## config.mk

```make
export PLATFORM = sky130hd
export DESIGN_NAME = mcex_core
export DESIGN_NICKNAME = d
export VERILOG_FILES = /design/src/rtl/mcex_pkg.sv /design/src/rtl/mcex_core.sv
export SDC_FILE = /design/constraint.sdc
export NUM_CORES = 1
export LEC_CHECK = 0
export ABC_AREA = 0
export BUFFER_PORTS_ARGS = -buffer_cell sky130_fd_sc_hd__buf_4
export CAP_MARGIN = 20
export CORE_ASPECT_RATIO = 0.8
export CORE_MARGIN = 2
export CORE_UTILIZATION = 28
export CTS_CLUSTER_SIZE = 24
export DETAILED_ROUTE_END_ITERATION = 7
export PLACE_DENSITY_LB_ADDON = 0.15
export SLEW_MARGIN = 20
export SYNTH_ARGS = -nofsm -noshare
export SYNTH_HDL_FRONTEND = slang
export SYNTH_SLANG_ARGS = --single-unit
```

## constraint.sdc

```tcl
create_clock -name ref_clk_i -period 2.7 [get_ports ref_clk_i]
set_input_delay 0.135 -clock ref_clk_i [delete_from_list [all_inputs] [get_ports ref_clk_i]]
set_output_delay 0.135 -clock ref_clk_i [all_outputs]
set_load 0.1 [all_outputs]
```

## src/rtl/mcex_pkg.sv

```systemverilog
// package: opcode fields, flag layout and timing constants for the execution subset
package mcex_pkg;
    localparam int          INSTR_W        = 14;
    localparam int          DATA_W         = 8;
    localparam int          ADDR_W         = 7;
    localparam int          OSC_PER_INSTR  = 4;   // oscillator periods in one instr_period
    localparam logic [1:0]  PHASE_LAST     = 2'h3;
    // opcode classes, top bits of the word
    localparam logic [5:0]  OP_ADD_REG     = 6'h07;
    localparam logic [5:0]  OP_AND_REG     = 6'h05;
    localparam logic [6:0]  OP_ZERO_REG    = 7'h03;  // top seven bits, d bit set
    localparam logic [3:0]  OP_BIT_CLR     = 4'h4;
    localparam logic [3:0]  OP_BIT_SET     = 4'h5;
    localparam logic [3:0]  OP_SKIP_ZERO   = 4'h6;
    localparam logic [3:0]  OP_SKIP_ONE    = 4'h7;
    localparam logic [4:0]  OP_ADD_LIT     = 5'h1f;
    localparam logic [5:0]  OP_AND_LIT     = 6'h39;
    // flag positions in the flag word
    localparam int          FLAG_C         = 0;
    localparam int          FLAG_HALF      = 1;
    localparam int          FLAG_Z         = 2;
    localparam logic [7:0]  ACC_RESET      = 8'h00;
    localparam logic [2:0]  FLAGS_RESET    = 3'h0;

    // write request towards the data register file
    typedef struct packed {
        logic                en;
        logic [ADDR_W-1:0]   addr;
        logic [DATA_W-1:0]   data;
    } mcex_wr_t;

    typedef enum logic [1:0] {
        MCEX_EXEC   = 2'b00,
        MCEX_SQUASH = 2'b01
    } mcex_state_t;
endpackage

```

## src/rtl/mcex_core.sv

```systemverilog
// module: executes the add/and/bit/clear/skip subset of an 8-bit core
// How it works
// - add literal adds the 8-bit immediate into the accumulator and updates carry, half carry and zero.
// - and literal ands the immediate into the accumulator and changes only zero.
// - add register sums accumulator and file register and updates carry, half carry and zero.
// - destination bit zero sends a register result to the accumulator, one writes it back to the register.
// - and register ands accumulator with the register into the chosen destination, changing only zero.
// - bit clear forces the indexed bit of the addressed register to zero and leaves flags alone.
// - bit set forces the indexed bit to one and leaves flags alone.
// - skip if one squashes the next instruction into a no-op when the tested bit is one.
// - skip if zero squashes the next instruction into a no-op when the tested bit is zero.
// - zero register writes zero to the register and sets the zero flag.
// - each instruction period spans four clocks and a taken skip costs a second no-op period.
module mcex_core (
    input  wire logic                            ref_clk_i,
    input  wire logic                            rst_n_i,
    input  wire logic [mcex_pkg::INSTR_W-1:0]    instr_i,      // fetched word, held for the period
    input  wire logic [mcex_pkg::DATA_W-1:0]     reg_rdata_i,  // file register at instr_i address
    output logic      [mcex_pkg::ADDR_W-1:0]     reg_raddr_o,
    output mcex_pkg::mcex_wr_t                   reg_wr_o,
    output logic      [mcex_pkg::DATA_W-1:0]     acc_o,
    output logic      [2:0]                      flags_o,
    output logic                                 fetch_o,      // pulse: next word wanted
    output logic                                 squash_o
);
    import mcex_pkg::*;

    // ************************************************************
    // instruction period timing
    // ************************************************************
    logic [1:0]                  phase;
    mcex_state_t                 state;
    logic                        last_q;

    // free-running phase counter, one instr_period per wrap
    always_ff @(posedge ref_clk_i or negedge rst_n_i) begin
        if (!rst_n_i) begin
            phase <= 2'h0;
        end else begin
            phase <= phase + 2'h1;
        end
    end

    assign last_q   = (phase == PHASE_LAST);
    assign fetch_o  = last_q;
    assign squash_o = (state == MCEX_SQUASH);

    // ************************************************************
    // decode and execute
    // ************************************************************
    logic [DATA_W-1:0]           lit;
    logic [ADDR_W-1:0]           faddr;
    logic [2:0]                  bidx;
    logic                        dest;
    logic [DATA_W:0]             sum;
    logic [4:0]                  low_sum;
    logic [DATA_W-1:0]           next_acc;
    logic [2:0]                  next_flags;
    mcex_wr_t                    next_wr;
    logic                        next_skip;
    logic                        tbit;

    assign lit         = instr_i[7:0];
    assign faddr       = instr_i[6:0];
    assign bidx        = instr_i[9:7];
    assign dest        = instr_i[7];
    assign reg_raddr_o = faddr;
    assign tbit        = reg_rdata_i[bidx];

    // one combinational view of what this slot would do
    always_comb begin
        next_acc   = acc_o;
        next_flags = flags_o;
        next_wr    = '0;
        next_skip  = 1'b0;
        sum        = '0;
        low_sum    = '0;
        if (instr_i[13:9] == OP_ADD_LIT) begin
            sum     = {1'b0, acc_o} + {1'b0, lit};
            low_sum = {1'b0, acc_o[3:0]} + {1'b0, lit[3:0]};
            next_acc              = sum[7:0];
            next_flags[FLAG_C]    = sum[8];
            next_flags[FLAG_HALF] = low_sum[4];
            next_flags[FLAG_Z]    = (sum[7:0] == 8'h00);
        end else if (instr_i[13:8] == OP_AND_LIT) begin
            next_acc           = acc_o & lit;
            next_flags[FLAG_Z] = ((acc_o & lit) == 8'h00);
        end else if (instr_i[13:8] == OP_ADD_REG) begin
            sum     = {1'b0, acc_o} + {1'b0, reg_rdata_i};
            low_sum = {1'b0, acc_o[3:0]} + {1'b0, reg_rdata_i[3:0]};
            next_flags[FLAG_C]    = sum[8];
            next_flags[FLAG_HALF] = low_sum[4];
            next_flags[FLAG_Z]    = (sum[7:0] == 8'h00);
            if (dest) begin
                next_wr = '{en: 1'b1, addr: faddr, data: sum[7:0]};
            end else begin
                next_acc = sum[7:0];
            end
        end else if (instr_i[13:8] == OP_AND_REG) begin
            next_flags[FLAG_Z] = ((acc_o & reg_rdata_i) == 8'h00);
            if (dest) begin
                next_wr = '{en: 1'b1, addr: faddr, data: acc_o & reg_rdata_i};
            end else begin
                next_acc = acc_o & reg_rdata_i;
            end
        end else if (instr_i[13:7] == OP_ZERO_REG) begin
            next_wr            = '{en: 1'b1, addr: faddr, data: 8'h00};
            next_flags[FLAG_Z] = 1'b1;
        end else if (instr_i[13:10] == OP_BIT_CLR) begin
            next_wr = '{en: 1'b1, addr: faddr, data: reg_rdata_i & ~(8'h01 << bidx)};
        end else if (instr_i[13:10] == OP_BIT_SET) begin
            next_wr = '{en: 1'b1, addr: faddr, data: reg_rdata_i | (8'h01 << bidx)};
        end else if (instr_i[13:10] == OP_SKIP_ONE) begin
            next_skip = tbit;
        end else if (instr_i[13:10] == OP_SKIP_ZERO) begin
            next_skip = ~tbit;
        end
    end

    // slot state: a taken skip turns the following period into a no-op
    always_ff @(posedge ref_clk_i or negedge rst_n_i) begin
        if (!rst_n_i) begin
            state <= MCEX_EXEC;
        end else if (last_q) begin
            case (state)
                MCEX_EXEC:   state <= next_skip ? MCEX_SQUASH : MCEX_EXEC;
                MCEX_SQUASH: state <= MCEX_EXEC;
                default:     state <= MCEX_EXEC;
            endcase
        end
    end

    // architectural state commits on the last phase only; squashed slots do nothing
    always_ff @(posedge ref_clk_i or negedge rst_n_i) begin
        if (!rst_n_i) begin
            acc_o   <= ACC_RESET;
            flags_o <= FLAGS_RESET;
        end else if (last_q && state == MCEX_EXEC) begin
            acc_o   <= next_acc;
            flags_o <= next_flags;
        end
    end

    // register write is a one-clock pulse after commit
    always_ff @(posedge ref_clk_i or negedge rst_n_i) begin
        if (!rst_n_i) begin
            reg_wr_o <= '0;
        end else if (last_q && state == MCEX_EXEC) begin
            reg_wr_o <= next_wr;
        end else begin
            reg_wr_o <= '0;
        end
    end

    // ************************************************************
    // checks
    // ************************************************************
    chk_phase_wrap: assert property (@(posedge ref_clk_i) disable iff (!rst_n_i)
        fetch_o |=> !fetch_o [*3] ##1 fetch_o) else $error("period not four clocks");
    chk_squash_nowr: assert property (@(posedge ref_clk_i) disable iff (!rst_n_i)
        (squash_o && last_q) |=> !reg_wr_o.en) else $error("write in squashed slot");
    chk_squash_acc: assert property (@(posedge ref_clk_i) disable iff (!rst_n_i)
        (squash_o && last_q) |=> $stable(acc_o) && $stable(flags_o)) else $error("state changed in squash");
    chk_skip_one: assert property (@(posedge ref_clk_i) disable iff (!rst_n_i)
        (last_q && !squash_o && instr_i[13:10] == OP_SKIP_ONE && tbit) |=> squash_o [*4])
        else $error("skip if one not taken");
    chk_skip_zero: assert property (@(posedge ref_clk_i) disable iff (!rst_n_i)
        (last_q && !squash_o && instr_i[13:10] == OP_SKIP_ZERO && tbit) |=> !squash_o)
        else $error("skip if zero wrongly taken");
    chk_zero_reg: assert property (@(posedge ref_clk_i) disable iff (!rst_n_i)
        (last_q && !squash_o && instr_i[13:7] == OP_ZERO_REG) |=> reg_wr_o.en && reg_wr_o.data == 8'h00
        && flags_o[FLAG_Z]) else $error("zero register wrong");
    chk_and_lit: assert property (@(posedge ref_clk_i) disable iff (!rst_n_i)
        (last_q && !squash_o && instr_i[13:8] == OP_AND_LIT) |=> acc_o == ($past(acc_o) & $past(lit))
        && flags_o[1:0] == $past(flags_o[1:0])) else $error("and literal wrong");
    chk_add_lit: assert property (@(posedge ref_clk_i) disable iff (!rst_n_i)
        (last_q && !squash_o && instr_i[13:9] == OP_ADD_LIT) |=>
        {flags_o[FLAG_C], acc_o} == {1'b0, $past(acc_o)} + {1'b0, $past(lit)}) else $error("add literal wrong");
    chk_bit_set: assert property (@(posedge ref_clk_i) disable iff (!rst_n_i)
        (last_q && !squash_o && instr_i[13:10] == OP_BIT_SET) |=> reg_wr_o.en
        && reg_wr_o.data[$past(bidx)] && $stable(flags_o)) else $error("bit set wrong");
    chk_reg_dest: assert property (@(posedge ref_clk_i) disable iff (!rst_n_i)
        (last_q && !squash_o && instr_i[13:8] == OP_ADD_REG && !dest) |=> !reg_wr_o.en)
        else $error("dest zero wrote register");
    chk_add_zero: assert property (@(posedge ref_clk_i) disable iff (!rst_n_i)
        (last_q && !squash_o && instr_i[13:9] == OP_ADD_LIT) |=> flags_o[FLAG_Z] == (acc_o == 8'h00))
        else $error("add literal zero flag wrong");

    // register-operand results, judged one clock after the commit edge
    chk_add_reg: assert property (@(posedge ref_clk_i) disable iff (!rst_n_i)
        (last_q && !squash_o && instr_i[13:8] == OP_ADD_REG) |=>
        {flags_o[FLAG_C], ($past(dest) ? reg_wr_o.data : acc_o)} ==
        {1'b0, $past(acc_o)} + {1'b0, $past(reg_rdata_i)}) else $error("add register wrong");
    chk_and_reg: assert property (@(posedge ref_clk_i) disable iff (!rst_n_i)
        (last_q && !squash_o && instr_i[13:8] == OP_AND_REG) |=>
        ($past(dest) ? reg_wr_o.data : acc_o) == ($past(acc_o) & $past(reg_rdata_i))
        && flags_o[1:0] == $past(flags_o[1:0])) else $error("and register wrong");
    chk_dest_one: assert property (@(posedge ref_clk_i) disable iff (!rst_n_i)
        (last_q && !squash_o && instr_i[13:8] == OP_AND_REG && dest) |=> reg_wr_o.en
        && reg_wr_o.addr == $past(faddr) && acc_o == $past(acc_o)) else $error("dest one missed register");

    // bit clear and the taken skip-if-zero path
    chk_bit_clr: assert property (@(posedge ref_clk_i) disable iff (!rst_n_i)
        (last_q && !squash_o && instr_i[13:10] == OP_BIT_CLR) |=> reg_wr_o.en
        && !reg_wr_o.data[$past(bidx)] && $stable(flags_o)) else $error("bit clear wrong");
    chk_skip_taken: assert property (@(posedge ref_clk_i) disable iff (!rst_n_i)
        (last_q && !squash_o && instr_i[13:10] == OP_SKIP_ZERO && !tbit) |=> squash_o [*4])
        else $error("skip if zero not taken");

    // a stretched strobe would write the file twice
    chk_wr_pulse: assert property (@(posedge ref_clk_i) disable iff (!rst_n_i)
        reg_wr_o.en |=> !reg_wr_o.en) else $error("register write longer than one clock");

    // main scenarios
    cov_skip: cover property (@(posedge ref_clk_i) disable iff (!rst_n_i) squash_o && last_q);
    cov_skip_zero: cover property (@(posedge ref_clk_i) disable iff (!rst_n_i)
        last_q && !squash_o && instr_i[13:10] == OP_SKIP_ZERO && !tbit);
    cov_dest_reg: cover property (@(posedge ref_clk_i) disable iff (!rst_n_i)
        last_q && !squash_o && instr_i[13:8] == OP_AND_REG && dest);
    cov_wr: cover property (@(posedge ref_clk_i) disable iff (!rst_n_i) reg_wr_o.en);
    cov_carry: cover property (@(posedge ref_clk_i) disable iff (!rst_n_i) flags_o[FLAG_C]);
endmodule

```

==> out/metrics.cfg, run 1 <==
[critical_path]
r2r_end=flags_o[2]
reg2reg_slack_ns=0.14
crit_required_ns=2.86
crit_top_cell=a211o_1
cp_data_arrival_time_ns=2.72
slowest_delay_ns=0.50
crit_path_start=acc_o[0]
reg2regPathDepth=7
crit_type=register to register
cp-start-kind=register
worst_setup_path_end_kind=register
worst-path-max-fanout=6
cp_cell_sequence=ha_2 > fa_2 > a211o_1 > a211o_1 > a221oi_4 > nor3_1 > o32a_1
r2r-start=acc_o[0]
cp_slowest_cell=dfrtp_4

[outcome]
violations=design-rule violations
status=finished, violations left

[placed_design]
pre_cts_ws_ns=0.0941
place.port_buffers=59
gp_congestion=0.829
dp_cells=464
postPlaceCellArea_um2=3170
dp_hpwl_um=6430

[grt]
grt_util_all_layers=0.165
grt_max_degree=31
first_global_vias=2415
grt-ovfl-total=0
antenna_found_initial=0
grt_pass1_wl_um=13300

[yosys]
synth_top_family_by_area=simple AND/OR/NAND/NOR gates
synth_most_common_cell=nor2_1
muxShareOfSynthArea=0.0816
synth_compound_area_frac=0.218
synth-adder-area-share=0.113
async_flop_share=1.00
synth_common_cells=33 x nor2_1, 30 x dfrtp_1, 28 x nand2_1
netlist_area_um2=2670
syn_avg_cell_area_um2=8.69
synthCells=307
synth-simple-area-share=0.219
seq_area_frac_synth=0.281
ys_warn_count=0
yosysTopAreaCell=dfrtp_1
synth_xor_area_frac=0.0263
synth_nets=354
synth_edf_count=0
synth_top_area_share=0.281
ys.flop_type=dfrtp_1
yosys-top-cells-area=dfrtp_1 28%, ha_1 9.8%, nor2_1 4.6%
synth.distinct_cells=63
synth-seq-cells=30

[finish]
drive_gt1_frac=0.260
fill_cells=930
antenna_cells=0
nNetsFinal=404
design_area_um2=3330
final_cells=473
areaGrowthSynthToFinish_pct=24.9
final_core_util=0.364

[timing]
post-route-period-util=0.948
timing.final.ws_setup_ns=0.139
setup_viol=0
tightestPinTransition_ns=0.541
holdWs_ns=0.0861
setup_tns_ns=0
fmax_ghz=0.390
fin_skew_ns=0.00706
max_slew_margin=0.638
grt_setup_unrepaired=no
final_hold_viol_count=0
post-route-min-period_ns=2.56
final_max_slew_viol_count=0

[route]
drt-wirelength-per-cell_um=17.3
drt_iter0_drc=185
firstDrtPassIters=6
route.vias.total=2508
viasPerCell=5.30
drcViolationCount=9
wl_um=8210
ant_nets=0

[clock_tree]
insertion_delay_ns=0.28
cts_tree=built
root_buffer=clkbuf_16
cts_sinks=30
cts_buffers=5
clk_pin_slew_worst_paths_ns=0.05
h-tree-depth=2
clock_path_buffers=2

[pwr]
p_seq_frac=0.280
p_comb_frac=0.409
p_switching_mw=0.738
p_int_mw=1.08
switching_share=0.405
p_leak_nw=1.52
pwr-share-clk=0.311
vdd.ir_drop.worst_uv=249
report.power.total_mw=1.82
power_density_nw_per_um2=546

[die]
die_area_um2=10300
ios=60
core_um2=9150
die_h_um=91.3
dieWidth_um=113
core.rowCount=31
initial_utilization=0.292

[flow_run]
cap_violations=0

[hold_path]
hold_path_depth=2
min_path_type=input pin to register
min_from=instr_i[6]
whs_endpoint=reg_wr_o[14]

## worst max path at each step
stage,to,slack (ns),cells after the start
floorplan,flags_o[0],0.009,7
global placement,flags_o[2],0.13,7
detailed placement,flags_o[2],0.09,7
CTS,flags_o[2],0.09,7
global route,flags_o[2],0.03,7
finish,flags_o[2],0.14,7
## routing by layer
layer	vias up	track usage	share of wire
li1	1226	-	-
met1	1196	0.255	0.49
met2	75	0.229	0.43
met3	11	0.0347	0.058
met4	0	0.0457	0.013
met5	-	0	0
## state kept, by name (all words and copies together), names as in the netlist
| name | count |
|---|---|
| state | 1 |
| flags_o | 3 |
| reg_wr_o | 16 |
| acc_o | 8 |
| phase | 2 |
## logic make-up after synthesis
group                    Yosys count
adder cells (fa/ha/maj)           23
AND/OR/NAND/NOR                  116
XOR/XNOR                           8
AO/OA/AOI/OAI                     81
multiplexers                      18
buffers and inverters             31
flip-flops                        30
## layout make-up
class	instances	area, um2	share of cell area
clock buffers	7	143	0.0428
clock inverters	1	5.00	0.00150
inverters	10	37.5	0.0113
multi-input cells	246	1760	0.529
flip-flops and latches	30	757	0.227
well taps	115	144	0.0432
repair buffers	64	483	0.145
## cells in the final DEF, fill, tap and decap left out, types with 4 or more instances in the layout
master / count
a21o_1: 6
nor4_1: 5
a21oi_1: 19
mux2_2: 5
nand2_1: 28
nor3_1: 6
o21a_1: 5
buf_4: 63
ha_1: 20
xor2_1: 4
clkbuf_16: 5
inv_1: 10
and2_1: 10
nor2_1: 33
dfrtp_1: 27
o21ai_0: 13
nor2b_1: 4
nand3_1: 10
xnor2_1: 4
o211ai_1: 4
a221oi_1: 4
mux2i_1: 9
## power by group through the flow
stage | Sequential [mW] | Clock, mW | Combinational, mW
floorplan | 0.682 | 0 | 0.388
global placement | 0.519 | 0 | 0.745
detailed placement | 0.518 | 0 | 0.739
CTS | 0.511 | 0.585 | 0.743
global route | 0.515 | 0.609 | 0.809
finish | 0.510 | 0.566 | 0.745
## worst max-delay path, delay by kind of cell, from the launching register on
kind	cells	cell delay (ns)
DFF	1	0.50
AOI/OAI and AO/OA	4	1.24
adders and majority gates	2	0.60
and+or+nand+nor	1	0.11
## repair_timing
action	CTS	global route
buffers inserted	0	0
hold buffers	1	0
hold endpoints to repair	30	0
gates resized for setup	0	1
setup endpoints to repair	0	2
Power figures use the tool's default switching activity.
==> run 2: changes to the inputs <==
Settings changed: CELL_PAD_IN_SITES_DETAIL_PLACEMENT set to 0, CELL_PAD_IN_SITES_GLOBAL_PLACEMENT set to 1, CORE_MARGIN 2 to not set.
==> run 2 against run 1 <==
  * The run still ends with design-rule violations left
  * Critical endpoint unchanged
  * Critical path type unchanged
  * Fmax is 0.25% higher
  * Non-clock buffer count is 1 higher
  * Critical path depth stayed put
  * Highest routed layer unchanged
  * Global-route usage is 1.1 points higher
  * Largest cell class unchanged
  * Flip-flop and latch count stayed put
  * Setup slack better by 0.0063 ns
==> out/metrics.cfg, run 2 (synthesis results as in run 1) <==
[outcome]
status=finished, violations left
violations=design-rule violations

[critical_path]
crit_top_cell=a211o_1
cp.depth=7
r2r_end=flags_o[2]
cp_data_arrival_time_ns=2.72
crit_buf_inv=0
reg2regPathDepth=7
worst_setup_path_end_kind=register
worstSetupEndpoint=flags_o[2]
cp-start-kind=register
crit_path_start=acc_o[0]
r2r-start=acc_o[0]
reg2reg_slack_ns=0.15
crit_required_ns=2.87
worst-path-max-fanout=6
slowest_delay_ns=0.50
cp_cell_sequence=ha_2 > fa_2 > a211o_1 > a211o_1 > a221oi_4 > nor3_1 > o32a_1
cp_slowest_cell=dfrtp_4
cp_top_family=compound AO/OA/AOI/OAI gates
crit_type=register to register

[finish]
regMostFlops=reg_wr_o
design_area_um2=3360
layout_commonest_cell=buf_4
nNetsFinal=405
drive_gt1_frac=0.265
reg_top3=reg_wr_o (16), acc_o (8), flags_o (3)
antenna_cells=0
largest_reg_flops=16
layout_common_cells=64 x buf_4, 33 x nor2_1, 28 x nand2_1, 27 x dfrtp_1, 20 x ha_1
areaGrowthSynthToFinish_pct=25.9

[placed_design]
dp_hpwl_um=6650
place.port_buffers=59
gp_congestion=0.821
postPlaceCellArea_um2=3180

[grt]
antenna_found_initial=0
grt-ovfl-total=0
first_global_vias=2364
grt_max_degree=31
grt_util_all_layers=0.176
grt_pass1_wl_um=13300

[route]
firstDrtPassIters=7
drt-wirelength-per-cell_um=17.9
wl_um=8500
ant_nets=0
drt_iter0_drc=166
viasPerCell=5.34
drcViolationCount=12
route.vias.total=2529

[timing]
setup_tns_ns=0
post-route-period-util=0.946
final_hold_viol_count=0
max_slew_margin=0.605
tightestPinTransition_ns=0.591
fin_skew_ns=0.00465
post-route-min-period_ns=2.55
grt_setup_unrepaired=no
fmax_ghz=0.391
setup_viol=0
final_max_slew_viol_count=0

[clock_tree]
cts_buffers=5
cts_sinks=30
cts_tree=built
cts_setup_buffers=0
root_buffer=clkbuf_16
clock_path_buffers=2
clk_pin_slew_worst_paths_ns=0.06
insertion_delay_ns=0.28
h-tree-depth=2

[pwr]
power_density_nw_per_um2=562
p_leak_nw=1.54
vdd.ir_drop.worst_uv=235

[flow_run]
cap_violations=0

[die]
ios=60
core.rowCount=31
dieWidth_um=111
die_h_um=89.3
core_um2=9150
initial_utilization=0.292
die_area_um2=9930

[hold_path]
min_path_type=input pin to register

==> run 2: cell count changes in the layout (fill, tap and decap cells not counted) <==
cell	delta
clkbuf_1	-1
buf_4	+1
clkbuf_8	+2
clkinv_2	-1
==> run 2: layer usage <==
metal / vias to the layer above / track usage / wire length, um
met3: 7 / 0.0271 / 420
met1: 1211 / 0.258 / 4330
met2: 82 / 0.269 / 3670
met5: - / 0 / 0
li1: 1229 / - / -
met4: 0 / 0.0442 / 76
==> run 2: worst min-delay path by stage <==
stage	startpoint	to	slack, ns	depth (start not counted)
floorplan	rst_n_i	acc_o[1]	-0.16	0
global placement	rst_n_i	phase[0]	0.11	1
detailed placement	rst_n_i	phase[1]	0.11	1
CTS	instr_i[6]	reg_wr_o[14]	0.09	2
global route	instr_i[6]	reg_wr_o[14]	0.09	2
finish	instr_i[6]	reg_wr_o[14]	0.08	2
==> run 2: repair_timing <==
action | in CTS | in global routing
setup endpoints to repair | 0 | 2
gates resized for setup | 0 | 1
hold buffers | 1 | 0
hold endpoints to repair | 30 | 0
==> run 2: worst register-to-register path, cell delays in order (launching register included) <==
cell      delay [ns]
dfrtp_4         0.50
ha_2            0.23
fa_2            0.38
a211o_1         0.30
a211o_1         0.31
a221oi_4        0.34
nor3_1          0.10
o32a_1          0.28
==> run 2: per-stage QoR <==
step / total power [mW] / std cells / utilization / hold slack, ns / worst slack (ns)
floorplan: 1.07 / 307 / - / -0.161 / 0.00936
detailed placement: 1.26 / 465 / 0.347 / 0.110 / 0.0848
global placement: 1.27 / 465 / 0.347 / 0.112 / 0.125
CTS: 1.90 / 474 / 0.367 / 0.0864 / 0.0790
finish: 1.89 / 474 / 0.367 / 0.0843 / 0.145
global route: 1.98 / 474 / 0.367 / 0.0925 / 0.0408
==> run 2: power breakdown <==
part           internal, mW  switching (mW)  total (mW)
combinational         0.244           0.503       0.746
sequential            0.475          0.0372       0.512
clock                 0.417           0.212       0.629
==> run 2: area by class of cell <==
cell class / count / area [um2]
multi-input cells: 246 / 1760
clock buffers: 8 / 166
flip-flops and latches: 30 / 757
repair buffers: 65 / 490
inverters: 10 / 37.5
well taps: 115 / 144
fillers: 952 / 5790
==> run 3: changes to the inputs <==
Settings changed: RECOVER_POWER set to 25.
==> run 3 against run 2 <==
  * The flow finishes with violations (design-rule violations, max-capacitance violations, max-slew violations)
  * Utilization down 0.33 points
  * Clock power about the same
  * Die area unchanged
  * Combinational power down 0.7%
  * Highest routed layer unchanged
  * Via count down 0.24%
  * Final area down 0.89%
  * First-iteration DRC count up 11%
  * Final cell count unchanged
  * Sequential share of layout area up 0.20 points
  * Count of clock-buffer cells in the layout unchanged
  * Largest cell class unchanged
  * Critical endpoint unchanged
  * Hold slack worse by 0.00074 ns
==> out/metrics.cfg, run 3 (synthesis results as in run 1) <==
[outcome]
status=finished, violations left
violations=design-rule violations, max-capacitance violations, max-slew violations

[route]
drt_iter0_drc=185
route.vias.total=2523
viasPerCell=5.32
highest_layer=met4
routedLengthMet1_um=4410
firstDrtPassIters=7
ant_nets=0
wl_met3_um=386
wl_um=8530
wl_met2_um=3660
drcViolationCount=12
drt-wirelength-per-cell_um=18.0

[critical_path]
worstSetupEndpoint=flags_o[2]
crit_required_ns=2.87
cp_slowest_cell=dfrtp_4
worst-path-max-fanout=6
slowest_delay_ns=0.50
crit_path_start=acc_o[0]
cp_cell_sequence=ha_2 > fa_2 > a211o_1 > a211o_1 > a221oi_4 > nor3_1 > o32a_1
r2r_end=flags_o[2]
cp-start-kind=register
crit_type=register to register
crit_top_cell=a211o_1
reg2regPathDepth=7
reg2reg_slack_ns=0.14
cp_data_arrival_time_ns=2.72
r2r-start=acc_o[0]
worst_setup_path_end_kind=register

[die]
core.rowCount=31
core_um2=9150
die_area_um2=9930
ios=60
dieWidth_um=111
die_h_um=89.3
initial_utilization=0.292

[timing]
post-route-period-util=0.947
grt_setup_unrepaired=no
final_hold_viol_count=0
holdWs_ns=0.0836
setup_viol=0
fin_skew_ns=0.00403
tightestPinTransition_ns=1.82
post-route-min-period_ns=2.56
fmax_ghz=0.391
max_slew_margin=-0.212
setup_tns_ns=0
final_max_slew_viol_count=31
timing.final.ws_setup_ns=0.144

[placed_design]
postPlaceCellArea_um2=3180
dp_cells=465
place.port_buffers=59
gp_congestion=0.821
dp_hpwl_um=6650
pre_cts_ws_ns=0.0848

[finish]
largest_reg_flops=16
layout_common_cells=56 x buf_4, 33 x nor2_1, 28 x nand2_1, 27 x dfrtp_1, 20 x ha_1
drive_gt1_frac=0.242
final_cells=474
layout_commonest_cell=buf_4
design_area_um2=3330
antenna_cells=0
nNetsFinal=405
fill_cells=964
regMostFlops=reg_wr_o
areaGrowthSynthToFinish_pct=24.8
final_core_util=0.364
reg_top3=reg_wr_o (16), acc_o (8), flags_o (3)

[grt]
grt_util_all_layers=0.176
grt_max_degree=31
grt_pass1_wl_um=13300
first_global_vias=2364
antenna_found_initial=0
grt-ovfl-total=0

[clock_tree]
cts_buffers=5
cts_tree=built
h-tree-depth=2
clk_pin_slew_worst_paths_ns=0.06
cts_sinks=30
root_buffer=clkbuf_16
insertion_delay_ns=0.28
clock_path_buffers=2

[hold_path]
min_path_type=input pin to register
min_from=instr_i[6]

[flow_run]
cap_violations=1

[pwr]
vdd.ir_drop.worst_uv=235
power_density_nw_per_um2=565
p_leak_nw=1.51
report.power.total_mw=1.88

[run 3: cell types whose count changed in the layout (fill, tap and decap cells not counted), sizes merged]
cell,before,now
clkbuf,8,16
buf,64,56
[run 3: worst min-delay path by stage]
stage | to | slack (ns) | cells after the start
final | reg_wr_o[14] | 0.08 | 2
after global routing | reg_wr_o[14] | 0.09 | 2
after CTS | reg_wr_o[14] | 0.09 | 2
after detailed placement | phase[1] | 0.11 | 1
after global placement | phase[0] | 0.11 | 1
after floorplan | acc_o[1] | -0.16 | 0
[run 3: worst max-delay path, delay by kind of cell (launching register included)]
kind                       cells  cell delay (ns)
adders and majority gates      2             0.61
and+or+nand+nor                1             0.10
AOI/OAI and AO/OA              4             1.23
DFF                            1             0.50
[run 3: report_power, final]
part	switching, mW	internal (mW)	leakage [nW]
Sequential	0.0369	0.475	0.399
Clock	0.211	0.417	0.0832
Combinational	0.503	0.238	1.03
[run 3: final cells by class]
type / instances / area [um2] / area share
inverter: 10 / 37.5 / 0.0113
timing repair buffer: 65 / 460 / 0.138
multi-input combinational: 246 / 1760 / 0.530
clock buffer: 8 / 166 / 0.0500
tap: 115 / 144 / 0.0432
sequential: 30 / 757 / 0.227
[run 3: timing repair]
item,CTS,global route
resized for setup,0,1
setup endpoints to repair,0,2
hold endpoints to repair,30,0
hold buffers,1,0
setup buffers,0,0
[run 3: layer usage]
| layer | global-route usage | up-vias |
|---|---|---|
| met3 | 0.0271 | 7 |
| met5 | 0 | - |
| met4 | 0.0442 | 0 |
| met1 | 0.258 | 1213 |
| li1 | - | 1226 |
| met2 | 0.269 | 77 |
